--- config.mk ---
export PLATFORM = sky130hd
export DESIGN_NAME = lodp_top
export DESIGN_NICKNAME = d
export VERILOG_FILES = /design/src/lodp_pkg.sv /design/src/lodp_top.sv
export SDC_FILE = /design/constraint.sdc
export NUM_CORES = 1
export LEC_CHECK = 0
export BUFFER_PORTS_ARGS = -buffer_cell sky130_fd_sc_hd__buf_2
export CORE_AREA = 4 4 128 154
export DETAILED_ROUTE_END_ITERATION = 16
export DIE_AREA = 0 0 132 158
export GPL_TIMING_DRIVEN = 0
export PLACE_DENSITY = 0.54
export SYNTH_ARGS = -nofsm -noshare
export SYNTH_HDL_FRONTEND = slang
export SYNTH_SLANG_ARGS = --single-unit
export TNS_END_PERCENT = 5
--- constraint.sdc ---
create_clock -name clock -period 9.6 [get_ports clock]
set_clock_uncertainty 0.1 [all_clocks]
set_input_delay 0.96 -clock clock [delete_from_list [all_inputs] [get_ports clock]]
set_output_delay 0.96 -clock clock [all_outputs]
set_load 0.03 [all_outputs]
--- src/lodp_pkg.sv ---
package lodp_pkg;
   // Clock rate and millisecond tick
   localparam int CLK_HZ = 200_000_000;
   localparam int TICK_MS = 1;
   localparam int MS_TICK_CYC = CLK_HZ / 1000 * TICK_MS;
   // Number of logic outputs on the option card
   localparam int N_OUT = 2;
   // Source selector width and number of assignable conditions
   localparam int SRC_W = 6;
   localparam int N_COND = 64;
   // Timer field width and settable ceiling
   localparam int MS_W = 14;
   localparam logic [13:0] MS_MAX = 14'h270f;
   // Selector codes with a fixed meaning
   localparam logic [5:0] SRC_NONE = 6'h00;
   localparam logic [5:0] SRC_BRAKE = 6'h3f;
   localparam logic [5:0] SRC_LINE = 6'h3e;
   // Factory settings
   localparam logic [13:0] DELAY_RST = 14'h0000;
   localparam logic [13:0] HOLD_RST = 14'h0000;
   localparam logic POL_RST = 1'h1;
   localparam logic [5:0] SRC_RST = 6'h00;
endpackage : lodp_pkg

--- src/lodp_top.sv ---
module lodp_top #(
   parameter int TICK_CYC = lodp_pkg::MS_TICK_CYC
) (
   input wire logic clock,
   input wire logic srst,
   // Freezes all state while low
   input wire logic clk_en,
   // Option card presence
   input wire logic card_fitted,
   // Assignable conditions, bit 0 unused (no assignment)
   input wire logic [lodp_pkg::N_COND-1:0] cond_vec,
   // Brake and line contactor conditions
   input wire logic brake_ctrl_source,
   input wire logic line_contactor_source,
   // Output a settings
   input wire logic [lodp_pkg::SRC_W-1:0] out_a_source,
   input wire logic out_a_app_brake,
   input wire logic [lodp_pkg::MS_W-1:0] out_a_turn_on_delay,
   input wire logic [lodp_pkg::MS_W-1:0] out_a_hold_time,
   input wire logic out_a_active_high,
   // Output b settings
   input wire logic [lodp_pkg::SRC_W-1:0] out_b_source,
   input wire logic out_b_app_brake,
   input wire logic [lodp_pkg::MS_W-1:0] out_b_turn_on_delay,
   input wire logic [lodp_pkg::MS_W-1:0] out_b_hold_time,
   input wire logic out_b_active_high,
   // Pins and readback of effective settings
   output logic logic_out_a,
   output logic logic_out_b,
   output logic cfg_available,
   output logic [lodp_pkg::SRC_W-1:0] out_a_source_eff,
   output logic [lodp_pkg::SRC_W-1:0] out_b_source_eff,
   output logic out_a_polarity_eff,
   output logic out_b_polarity_eff
);
   localparam int TW = (TICK_CYC > 1) ? $clog2(TICK_CYC) : 1;
   localparam int N = lodp_pkg::N_OUT;

   // Whole state of the block
   typedef struct packed {
      logic [TW-1:0] tick;                // Millisecond prescaler
      logic [N-1:0] st;                   // Filtered condition
      logic [N-1:0] pin;                  // Registered pin level
      logic [N-1:0][lodp_pkg::MS_W-1:0] cnt; // Elapsed ms
   } lodp_state_s;

   lodp_state_s state_reg;
   lodp_state_s state_next;

   // Per-output views of the loose ports
   logic [N-1:0][lodp_pkg::SRC_W-1:0] src_req;
   logic [N-1:0] app_brk;
   logic [N-1:0][lodp_pkg::MS_W-1:0] dly_req;
   logic [N-1:0][lodp_pkg::MS_W-1:0] hld_req;
   logic [N-1:0] pol_req;
   // Effective settings after forcing and clamping
   logic [N-1:0][lodp_pkg::SRC_W-1:0] src_eff;
   logic [N-1:0][lodp_pkg::MS_W-1:0] dly_eff;
   logic [N-1:0][lodp_pkg::MS_W-1:0] hld_eff;
   logic [N-1:0] pol_eff;
   logic [N-1:0] forced;               // Brake or contactor source
   logic [N-1:0] cond;                 // Selected raw condition
   logic tick;                         // One-cycle ms strobe

   assign src_req = {out_b_source, out_a_source};
   assign app_brk = {out_b_app_brake, out_a_app_brake};
   assign dly_req = {out_b_turn_on_delay, out_a_turn_on_delay};
   assign hld_req = {out_b_hold_time, out_a_hold_time};
   assign pol_req = {out_b_active_high, out_a_active_high};

   assign tick = (state_reg.tick == TW'(TICK_CYC - 1));

   // Effective configuration per output
   genvar g;
   generate
      for (g = 0; g < N; g++) begin : g_out
         // Brake only comes from the application functions side;
         // a brake code on the I/O selector alone means nothing
         always_comb begin
            if (app_brk[g]) begin
               src_eff[g] = lodp_pkg::SRC_BRAKE;
            end else if (src_req[g] == lodp_pkg::SRC_BRAKE) begin
               src_eff[g] = lodp_pkg::SRC_NONE;
            end else begin
               src_eff[g] = src_req[g];
            end
         end
         assign forced[g] = (src_eff[g] == lodp_pkg::SRC_BRAKE) ||
                            (src_eff[g] == lodp_pkg::SRC_LINE);
         // Clamp to the settable range, force for contactor use
         assign dly_eff[g] = forced[g] ? '0 :
            ((dly_req[g] > lodp_pkg::MS_MAX) ? lodp_pkg::MS_MAX
                                               : dly_req[g]);
         assign hld_eff[g] = forced[g] ? '0 :
            ((hld_req[g] > lodp_pkg::MS_MAX) ? lodp_pkg::MS_MAX
                                               : hld_req[g]);
         assign pol_eff[g] = forced[g] ? 1'h1 : pol_req[g];
         // Condition mux; code zero is the unassigned state
         always_comb begin
            if (src_eff[g] == lodp_pkg::SRC_BRAKE) begin
               cond[g] = brake_ctrl_source;
            end else if (src_eff[g] == lodp_pkg::SRC_LINE) begin
               cond[g] = line_contactor_source;
            end else if (src_eff[g] == lodp_pkg::SRC_NONE) begin
               cond[g] = 1'h0;
            end else begin
               cond[g] = cond_vec[src_eff[g]];
            end
         end
      end
   endgenerate

   // Next-state logic for prescaler, filters and pins
   always_comb begin
      logic [lodp_pkg::MS_W-1:0] tgt; // Time the pending change needs
      tgt = '0;
      state_next = state_reg;
      // Prescaler keeps running so tick phase is independent of
      // condition edges; a delay is therefore exact to within 1 ms
      state_next.tick = tick ? '0 : TW'(state_reg.tick + 1'h1);
      for (int i = 0; i < N; i++) begin
         // Delay while turning on, holding time while turning off
         tgt = cond[i] ? dly_eff[i] : hld_eff[i];
         if (!card_fitted) begin
            // Card absent: pin parked low, filter idle
            state_next.st[i] = 1'h0;
            state_next.cnt[i] = '0;
         end else if (cond[i] == state_reg.st[i]) begin
            // Nothing pending: a half-run timer is thrown away
            state_next.cnt[i] = '0;
         end else if (tgt == '0) begin
            // Zero time: follow at once
            state_next.st[i] = cond[i];
            state_next.cnt[i] = '0;
         end else if (tick) begin
            // Incremented value is compared, so cnt stays below target
            if (state_reg.cnt[i] + 1'h1 >= tgt) begin
               state_next.st[i] = cond[i];
               state_next.cnt[i] = '0;
            end else begin
               state_next.cnt[i] = state_reg.cnt[i] + 1'h1;
            end
         end
         // Pin from the next filtered state and active level
         state_next.pin[i] = card_fitted &&
            (state_next.st[i] ? pol_eff[i] : !pol_eff[i]);
      end
   end

   // State register with clock enable and synchronous reset
   always_ff @(posedge clock) begin
      if (srst) begin
         state_reg <= '0;
      end else if (clk_en) begin
         state_reg <= state_next;
      end
   end

   // Pins straight from flip-flops, readback is combinational
   assign logic_out_a = state_reg.pin[0];
   assign logic_out_b = state_reg.pin[1];
   assign cfg_available = card_fitted;
   assign out_a_source_eff = src_eff[0];
   assign out_b_source_eff = src_eff[1];
   assign out_a_polarity_eff = pol_eff[0];
   assign out_b_polarity_eff = pol_eff[1];

   generate
      for (g = 0; g < N; g++) begin : g_chk

      end
   endgenerate
endmodule : lodp_top
* Word-level counts from Yosys, hierarchy flattened
Index checks and enable logic that the tools add are counted.
** Storage, ports and cells
- Bits in registers :: 50
- Bits of input ports :: 142
- Output and inout port bits :: 17
- Word-level logic and storage cells :: 88
** Operators by class
- Add/subtract/negate cells :: 3
- $lt $le $gt $ge :: 8
- Equal/unequal tests :: 11
- Multiplexer cells :: 49
- Reductions and logical operators :: 12
** Operators with widths (count)
- $mux W14 :: 20
- $gt A14 B14 Y1 const B :: 4
- $eq A6 B6 Y1 const B :: 6
- $add A14 B1 Y14 const B :: 2
- $ge A14 B14 Y1 :: 2
- $logic_not A14 Y1 :: 2
- $mux W6 :: 4
- $mux W1 :: 22
- $add A18 B1 Y18 const B :: 1
- $eq A18 B18 Y1 const B :: 1
- $mux W18 :: 1
- $lt A6 B7 Y1 const B :: 2
- $bmux W1 S6 :: 2
- $logic_not A6 Y1 :: 2
- $ne A4 B1 Y1 const B :: 2
- $reduce_and A2 Y1 :: 2
- $eq A1 B1 Y1 :: 2
- $logic_and A1 B1 Y1 :: 2
- $logic_not A1 Y1 :: 2
- $logic_or A1 B1 Y1 :: 2

* Logic depth before layout (Yosys ltp)
Gate-level depths: netlist (run 1).
- Word-level depth :: 17
- Depth in mapped cells :: 25
- Depth with buffers taken out :: 22

* Worst setup path after synthesis (run 1)
Ideal clock, no wire load.
- Kind :: input -> register
- Start point :: in out_b_source[4] (netlist name)
- End point :: reg state_reg[16] (netlist name)
- Library setup time :: 0.084 ns
- Arrival time :: 5.794 ns
- Data required time :: 9.416 ns
- Setup slack :: 3.622 ns
- Stages :: 24
- Buffers on the path :: 4
- Cell sequence :: buf_2 > and4_1 > clkbuf_1 > nand2_1 > a21o_1 > nand3b_1 > a211oi_1 > or4_1 > o221ai_1 > clkbuf_1 > clkbuf_1 > nand2_1 > o311ai_0 > ha_1 > a21o_1 > a21oi_1 > o221ai_1 > a211oi_1 > o21bai_1 > a2111oi_0 > o31ai_1 > nor3_4 > nand3_1 > o221ai_1
** On the way
- Word-level cells in the longest chain between the ends :: 15
- Elaborated cells on any way between the ends :: 25
- Classes of those cells :: order compare (1); eq/ne (5); mux (15); reduce/logical (4)
** RTL lines
- start, declared :: line lodp_top.sv:22 : input wire logic [lodp_pkg::SRC_W-1:0] out_b_source,
- $eq A6 B6 Y1 :: line lodp_top.sv:82 : end else if (src_req[g] == lodp_pkg::SRC_BRAKE) begin
- $mux W6 * :: line lodp_top.sv:82
- $mux W6 * :: line lodp_top.sv:80 : if (app_brk[g]) begin
- via out_b_source_eff (one bit) :: line lodp_top.sv:32 : output logic [lodp_pkg::SRC_W-1:0] out_b_source_eff,
- $bmux W1 S6 :: line lodp_top.sv:107 : cond[g] = cond_vec[src_eff[g]];
- $mux W1 (not written as such) :: line lodp_top.sv:107
- $mux W1 :: line lodp_top.sv:104 : end else if (src_eff[g] == lodp_pkg::SRC_NONE) begin
- $mux W1 :: line lodp_top.sv:102 : end else if (src_eff[g] == lodp_pkg::SRC_LINE) begin
- $mux W1 :: line lodp_top.sv:100 : if (src_eff[g] == lodp_pkg::SRC_BRAKE) begin
- $mux W14 :: line lodp_top.sv:123 : tgt = cond[i] ? dly_eff[i] : hld_eff[i];
- $ge A14 B14 Y1 :: line lodp_top.sv:137 : if (state_reg.cnt[i] + 1'h1 >= tgt) begin
- $mux W14 :: line lodp_top.sv:137
- $mux W14 :: line lodp_top.sv:135 : end else if (tick) begin
- $mux W14 :: line lodp_top.sv:131 : end else if (tgt == '0) begin
- $mux W14 :: line lodp_top.sv:128 : end else if (cond[i] == state_reg.st[i]) begin
- $mux W14 :: line lodp_top.sv:124 : if (!card_fitted) begin
- end signal, assigned :: line lodp_top.sv:155 : state_reg <= state_next;
- end, declared :: line lodp_top.sv:47 : lodp_state_s state_reg;
The timed path passes the listed nets; every way through them passes the cells marked *. The select of a mux whose other input is x is not followed.
A chain may end at the register's enable or synchronous reset.

* Final worst setup path (run 1)
- Start point :: in out_b_source[1] (netlist name)
- End point :: reg state_reg[20] (netlist name)
** On the way
- Word-level cells in the longest chain between the ends :: 15
- Elaborated cells on any way between the ends :: 25
- Classes of those cells :: order compare (1); eq/ne (5); mux (15); reduce/logical (4)
** RTL lines (line)
- $eq A6 B6 Y1 :: lodp_top.sv:82
- $mux W6 * :: lodp_top.sv:82
- $mux W6 * :: lodp_top.sv:80
- $bmux W1 S6 :: lodp_top.sv:107
- $mux W1 (not written as such) :: lodp_top.sv:107
- $mux W1 :: lodp_top.sv:104
- $mux W1 :: lodp_top.sv:102
- $mux W1 :: lodp_top.sv:100
- $mux W14 :: lodp_top.sv:123
- $ge A14 B14 Y1 :: lodp_top.sv:137
- $mux W14 :: lodp_top.sv:137
- $mux W14 :: lodp_top.sv:135
- $mux W14 :: lodp_top.sv:131
- $mux W14 :: lodp_top.sv:128
- $mux W14 :: lodp_top.sv:124
Mark *: on every way between the ends. The rest lies on a longest branch, timed or not. The select of a mux whose other input is x is not followed.

==> results of run 1 <==
-- tightest hold or removal path, delay by kind of cell (launching register included) --
kind               cells  cell delay [ns]
AOI/OAI and AO/OA      1             0.06
and+or+nand+nor        1             0.06
DFF                    1             0.31
-- cell usage in the layout (no fill, tap or decap), drive strengths merged, types with 6 or more instances in the layout --
| master | n |
|---|---|
| a21o | 11 |
| o311ai | 14 |
| nand2 | 94 |
| xor2 | 15 |
| nor4 | 14 |
| nor3 | 28 |
| inv | 41 |
| o211ai | 6 |
| buf | 177 |
| nand2b | 21 |
| clkbuf | 31 |
| o21ai | 49 |
| and3 | 16 |
| nand3 | 43 |
| nor2b | 6 |
| a211oi | 13 |
| ha | 31 |
| nor3b | 8 |
| nand4 | 13 |
| dfxtp | 50 |
| a21oi | 35 |
| nor2 | 73 |
| a31oi | 10 |
| mux2 | 16 |
| o221ai | 14 |
| xnor2 | 19 |
| and2 | 7 |
| mux4 | 11 |
| o31ai | 9 |
| mux2i | 14 |
| or3 | 7 |
| nand3b | 17 |
-- layout make-up --
| type | instances | area, um^2 | share of cell area, % |
|---|---|---|---|
| timing repair buffer | 150 | 751 | 10.1 |
| buffer | 53 | 285 | 3.83 |
| clock inverter | 3 | 23.8 | 0.319 |
| multi-input combinational | 699 | 4820 | 64.8 |
| sequential | 50 | 1000 | 13.5 |
| tap | 224 | 280 | 3.77 |
| clock buffer | 5 | 125 | 1.68 |
| inverter | 41 | 154 | 2.07 |
-- kinds of logic after synthesis --
family	after synthesis	synth area share [%]
AOI/OAI and AO/OA	214	24.7
xor gates and xnor gates	34	4.76
adders and majority gates	31	6.20
buffers and inverters	94	7.01
DFF	50	16.0
muxes	41	9.13
and+or+nand+nor	379	32.3
-- metrics by stage --
stage / power [mW] / util (%)
final: 0.635 / 40.9
after global routing: 0.672 / 40.9
after CTS: 0.638 / 40.9
after detailed placement: 0.454 / 40.1
after global placement: 0.456 / 40.1
after floorplan: 0.365 / -
-- where the power goes --
group	total (mW)	switching, mW	internal, mW
Sequential	0.210	0.00156	0.209
Clock	0.181	0.0831	0.0976
Combinational	0.244	0.147	0.0962
-- per-layer routing --
layer  vias to the layer above  wire length (um)  GRT usage [%]
met4                         0              1010           9.00
met1                      3313              9280           25.2
met5                         -                 0              0
met3                        65              1670           3.88
li1                       3482                 -              -
met2                       315             10600           35.4
-- final timing paths --
path | startpoint | end | slack (ns) | cells after the start
setup / recovery | out_b_source[1] | state_reg[20] | 2.51 | 22
hold / removal | logic_out_a | logic_out_a | 0.38 | 2
setup reg to reg | state_reg[2] | state_reg[11] | 4.83 | 19
hold reg to reg | logic_out_a | logic_out_a | 0.38 | 2
==> results.toml, run 1 <==
[critical_path]
cp-end-kind = "register"
required_ns = 9.70
crit_type = "primary input to register"
cp_cell_sequence = "buf_2 > clkbuf_1 > buf_1 > o21ai_0 > a221oi_1 > nor3_1 > nor4_1 > o221ai_1 > clkbuf_1 > clkbuf_1 > o311ai_0 > ha_1 > a21o_1 > a21oi_1 > o221ai_1 > a211oi_1 > o21bai_1 > a2111oi_0 > o31ai_1 > nor3_4 > nand3_1 > o221ai_1"
path_buf_inv = 5
crit_fanout = 10
path_delay_family = "compound AO/OA/AOI/OAI gates"
max_stage_delay_ns = 0.58
crit_arrival_ns = 7.19
start_kind = "primary input"
cpMaxStageDelayCell = "buf_1"

[floorplan]
dieWidth_um = 132
fp.dieH_um = 158
fp.coreArea_um2 = 18200
die_area_um2 = 20900
io_pins = 159
initial_core_util_pct = 34.4
std_cell_rows = 54

[sta]
postLayoutSetupSlackWorst_ns = 2.51
max-slew-margin-rel_pct = 44.5
timing_hold_violations_final = 0
setup_viol = 0
setup_tns_ns = 0
maxSlewViolCount = 0
rsz0062_at_grt = "false"
period_share_pct = 73.9
fmaxAchievable_ghz = 0.141
period_minus_slack_ns = 7.09
worst_slew_pin_slew_ns = 0.824
holdWs_ns = 0.377

[final_layout]
drive_gt1_share_pct = 23.1
layout.cells.non_filler = 1225
antennaDiodeCount = 0
areaGrowthSynthToFinish_pct = 18.8
final_area_um2 = 7440
nFillCells = 1904
largest_reg_flops = 48
nets = 1173

[synth]
synth_top_area_cell = "dfxtp_1"
synth_area_leaders = "dfxtp_1, ha_1, nand2_1, nor2_1, mux4_2"
synth.distinct_cells = 89
ys.flop_type = "dfxtp_1"
synth_edf_count = 0
ys_seq_elements = 50
synthArstFlopShare_pct = 0
synthCells = 843
ys_warn_count = 0
synth_common_cells = "nand2_1, nor2_1, dfxtp_1"
syn_area_um2 = 6260
synth_top_area_share_pct = 16.0
synth_most_common_cell = "nand2_1"
seq_area_frac_synth_pct = 16.0
avgSynthCellArea_um2 = 7.43
syn_nets = 1016

[grt]
overflow = 0
grt_max_degree = 18
grt_pass1_vias = 6816
grt_pass1_wl_mm = 35.4
grt_usage_pct = 20.6
antenna_found_initial = 0

[clock_tree]
cts_tree = "built"
cts_hold_buffers = 0
post_cts_buffers = 0
h-tree-depth = 2
root_buffer = "clkbuf_16"
path_clk_slew_ns = 0.07
cts_resized = 0
clockBufferDepth = 2
cts_sinks = 50
clkLatencyLatePin_ns = 0.29
cts_made_buffers = 5

[route]
dr.pass1.iters = 7
via_per_inst = 5.86
drt_iter0_drc = 572
routedWlPerCell_um = 18.4
drcViolationCount = 0
wirelength_mm = 22.6
vias = 7175
ant_nets = 0

[power_and_ir_drop]
powerDensity_nw_per_um2 = 85.3
p_leak_nw = 3.04
ir_drop_mv = 0.0868

[placed_design]
dpl-instance-area_um2 = 7290
gp_congestion = 0.960
dpl_worst_slack_ns = 2.37
dpl.hpwl_mm = 18.4
dp.cells = 1217
numPortBuffers = 150

[job]
max_cap_viol_count = 0

[hold_path]
hold_path_class = "register to register"

[outcome]
outcome = "finished clean"
Note: power is estimated with default switching activity, not from simulation.
==> inputs of run 2 (changes only) <==
- clock period: 9.6 -> 6.81 ns (I/O delays scaled with it)
==> run 2 against run 1 <==
Power is 41% higher. Worst hold slack better by 0.0019 ns. Die area unchanged. Wire length hardly changed. Sequential cell count is the same. Critical path depth up 1. Count of clock-buffer cells in the layout is the same. Sequential power up 41%. Largest cell class unchanged.
==> results.toml, run 2 (same netlist as run 1, synthesis figures left out) <==
[job]
max_cap_viol_count = 0

[critical_path]
cpMaxStageDelayCell = "mux4_2"
worstSetupStartpoint = "out_b_source[5]"
cp_cell_sequence = "buf_2 > nand4_1 > buf_2 > mux2_2 > mux4_2 > nor3_1 > nor3_1 > nor4_1 > o221ai_1 > clkbuf_2 > clkbuf_1 > o311ai_1 > ha_1 > a21o_1 > a21oi_1 > o221ai_1 > a211oi_1 > o21bai_1 > a2111oi_0 > o31ai_1 > nor3_4 > nand3_2 > o221ai_1"
cp_common_cell = "o221ai_1"
path_delay_family = "compound AO/OA/AOI/OAI gates"
reg2reg_slack_ns = 2.04
rr_endpoint = "state_reg[11]"
crit_fanout = 10
max_stage_delay_ns = 0.54
cp-end-kind = "register"
path_buf_inv = 4
crit_arrival_ns = 6.43
required_ns = 6.91
crit_type = "primary input to register"
rr_worst_depth = 19
start_kind = "primary input"
timing.rr.start = "state_reg[2]"

[final_layout]
areaGrowthSynthToFinish_pct = 19.1
final_common_cell = "buf_2"
antennaDiodeCount = 0
drive_gt1_share_pct = 23.6
nFillCells = 1901
nets = 1173
mostFrequentLayoutCells = "buf_2, nand2_1, nor2_1, dfxtp_1, nand3_1"
layout.cells.non_filler = 1225
final_util_pct = 41.0
largest_reg_flops = 48

[placed_design]
dp.cells = 1217
dpl.hpwl_mm = 18.4
dpl_worst_slack_ns = -0.138
numPortBuffers = 150
gp_congestion = 0.960

[grt]
antenna_found_initial = 0
grt_usage_pct = 20.6
grt_pass1_wl_mm = 35.4
grt_pass1_vias = 6816
overflow = 0
grt_max_degree = 18

[hold_path]
whs_path_depth = 2
hold_start = "logic_out_a"
hold_path_class = "register to register"
min_to = "logic_out_a"

[sta]
period_minus_slack_ns = 6.32
setup_viol = 0
max-slew-margin-rel_pct = 44.4
postLayoutSetupSlackWorst_ns = 0.487
fmaxAchievable_ghz = 0.158
period_share_pct = 92.8
timing_hold_violations_final = 0
worst_slew_pin_slew_ns = 0.826
maxSlewViolCount = 0
rsz0062_at_grt = "false"

[floorplan]
io_pins = 159
fp.dieH_um = 158
die_area_um2 = 20900
initial_core_util_pct = 34.4
fp.coreArea_um2 = 18200
dieWidth_um = 132
std_cell_rows = 54

[route]
routedWlPerCell_um = 18.4
via_per_inst = 5.84
drcViolationCount = 0
wirelength_mm = 22.5
wl_met1_mm = 9.33
dr_wl_met2_mm = 10.6
dr.max_layer_used = "met4"
ant_nets = 0
routed-wl-met3_mm = 1.64
vias = 7158
dr.pass1.iters = 5
drt_iter0_drc = 574

[power_and_ir_drop]
p_leak_nw = 3.05
power_switching_mw = 0.328
power_frac_clock_pct = 28.5
power_frac_comb_pct = 38.4
ir_drop_mv = 0.122
p_seq_share_pct = 33.1
swShare_pct = 36.6
powerDensity_nw_per_um2 = 120
intPower_mw = 0.569

[clock_tree]
h-tree-depth = 2
root_buffer = "clkbuf_16"
cts_tree = "built"
clkLatencyLatePin_ns = 0.30
cts_sinks = 50
clockBufferDepth = 2
path_clk_slew_ns = 0.08
cts_hold_buffers = 0
cts_made_buffers = 5
post_cts_buffers = 0

[outcome]
outcome = "finished clean"
-- run 2: per-stage QoR --
step / power [mW] / cell area, um^2 / setup TNS [ns] / hold WS [ns]
2_1_floorplan: 0.514 / 6260 / 0 / 0.361
3_3_place_gp: 0.642 / 7290 / -1.70 / 0.361
3_5_place_dp: 0.640 / 7290 / -1.20 / 0.376
4_1_cts: 0.899 / 7440 / 0 / 0.386
5_1_grt: 0.949 / 7460 / 0 / 0.409
6_report: 0.896 / 7460 / 0 / 0.378
-- run 2: layout make-up --
type / count / area [um^2] / area share, %
clock inverters: 3 / 23.8 / 0.319
clock buffers: 5 / 125 / 1.68
repair buffers: 150 / 751 / 10.1
inverters: 41 / 154 / 2.06
well taps: 224 / 280 / 3.76
multi-input cells: 699 / 4830 / 64.7
flip-flops and latches: 50 / 1000 / 13.4
plain buffers: 53 / 294 / 3.94
-- run 2: metal layers --
metal  up-vias  track usage, %
met5         -               0
met4         0            9.00
met3        60            3.88
met2       298            35.4
met1      3312            25.2
li1       3488               -
-- run 2: timing repair --
| action | 4_1_cts | 5_1_grt |
|---|---|---|
| gates resized for setup | 0 | 10 |
| setup endpoints to repair | 0 | 12 |
| hold endpoints to repair | 0 | 0 |
-- run 2: worst register-to-register path: cells and delay by family (launching register included) --
kind / cells / cell delay, ns
adders and majority gates: 1 / 0.29
DFF: 1 / 0.43
AOI/OAI and AO/OA: 3 / 0.57
buffers and inverters: 4 / 0.59
xor gates and xnor gates: 1 / 0.23
and+or+nand+nor: 10 / 2.49
-- run 2: worst max-delay path by stage --
stage / endpoint / slack (ns) / cells past startpoint
global route: state_reg[17] / 0.04 / 23
detailed placement: state_reg[20] / -0.14 / 22
floorplan: state_reg[16] / 1.11 / 24
CTS: state_reg[20] / 0.11 / 22
global placement: state_reg[19] / -0.20 / 23
finish: state_reg[20] / 0.49 / 23
-- run 2: power by group through the flow --
stage / combinational (mW) / clock (mW) / sequential [mW]
after CTS: 0.338 / 0.264 / 0.297
final: 0.344 / 0.255 / 0.297
after floorplan: 0.210 / 0 / 0.304
after global placement: 0.339 / 0 / 0.303
after global routing: 0.375 / 0.277 / 0.297
after detailed placement: 0.336 / 0 / 0.304
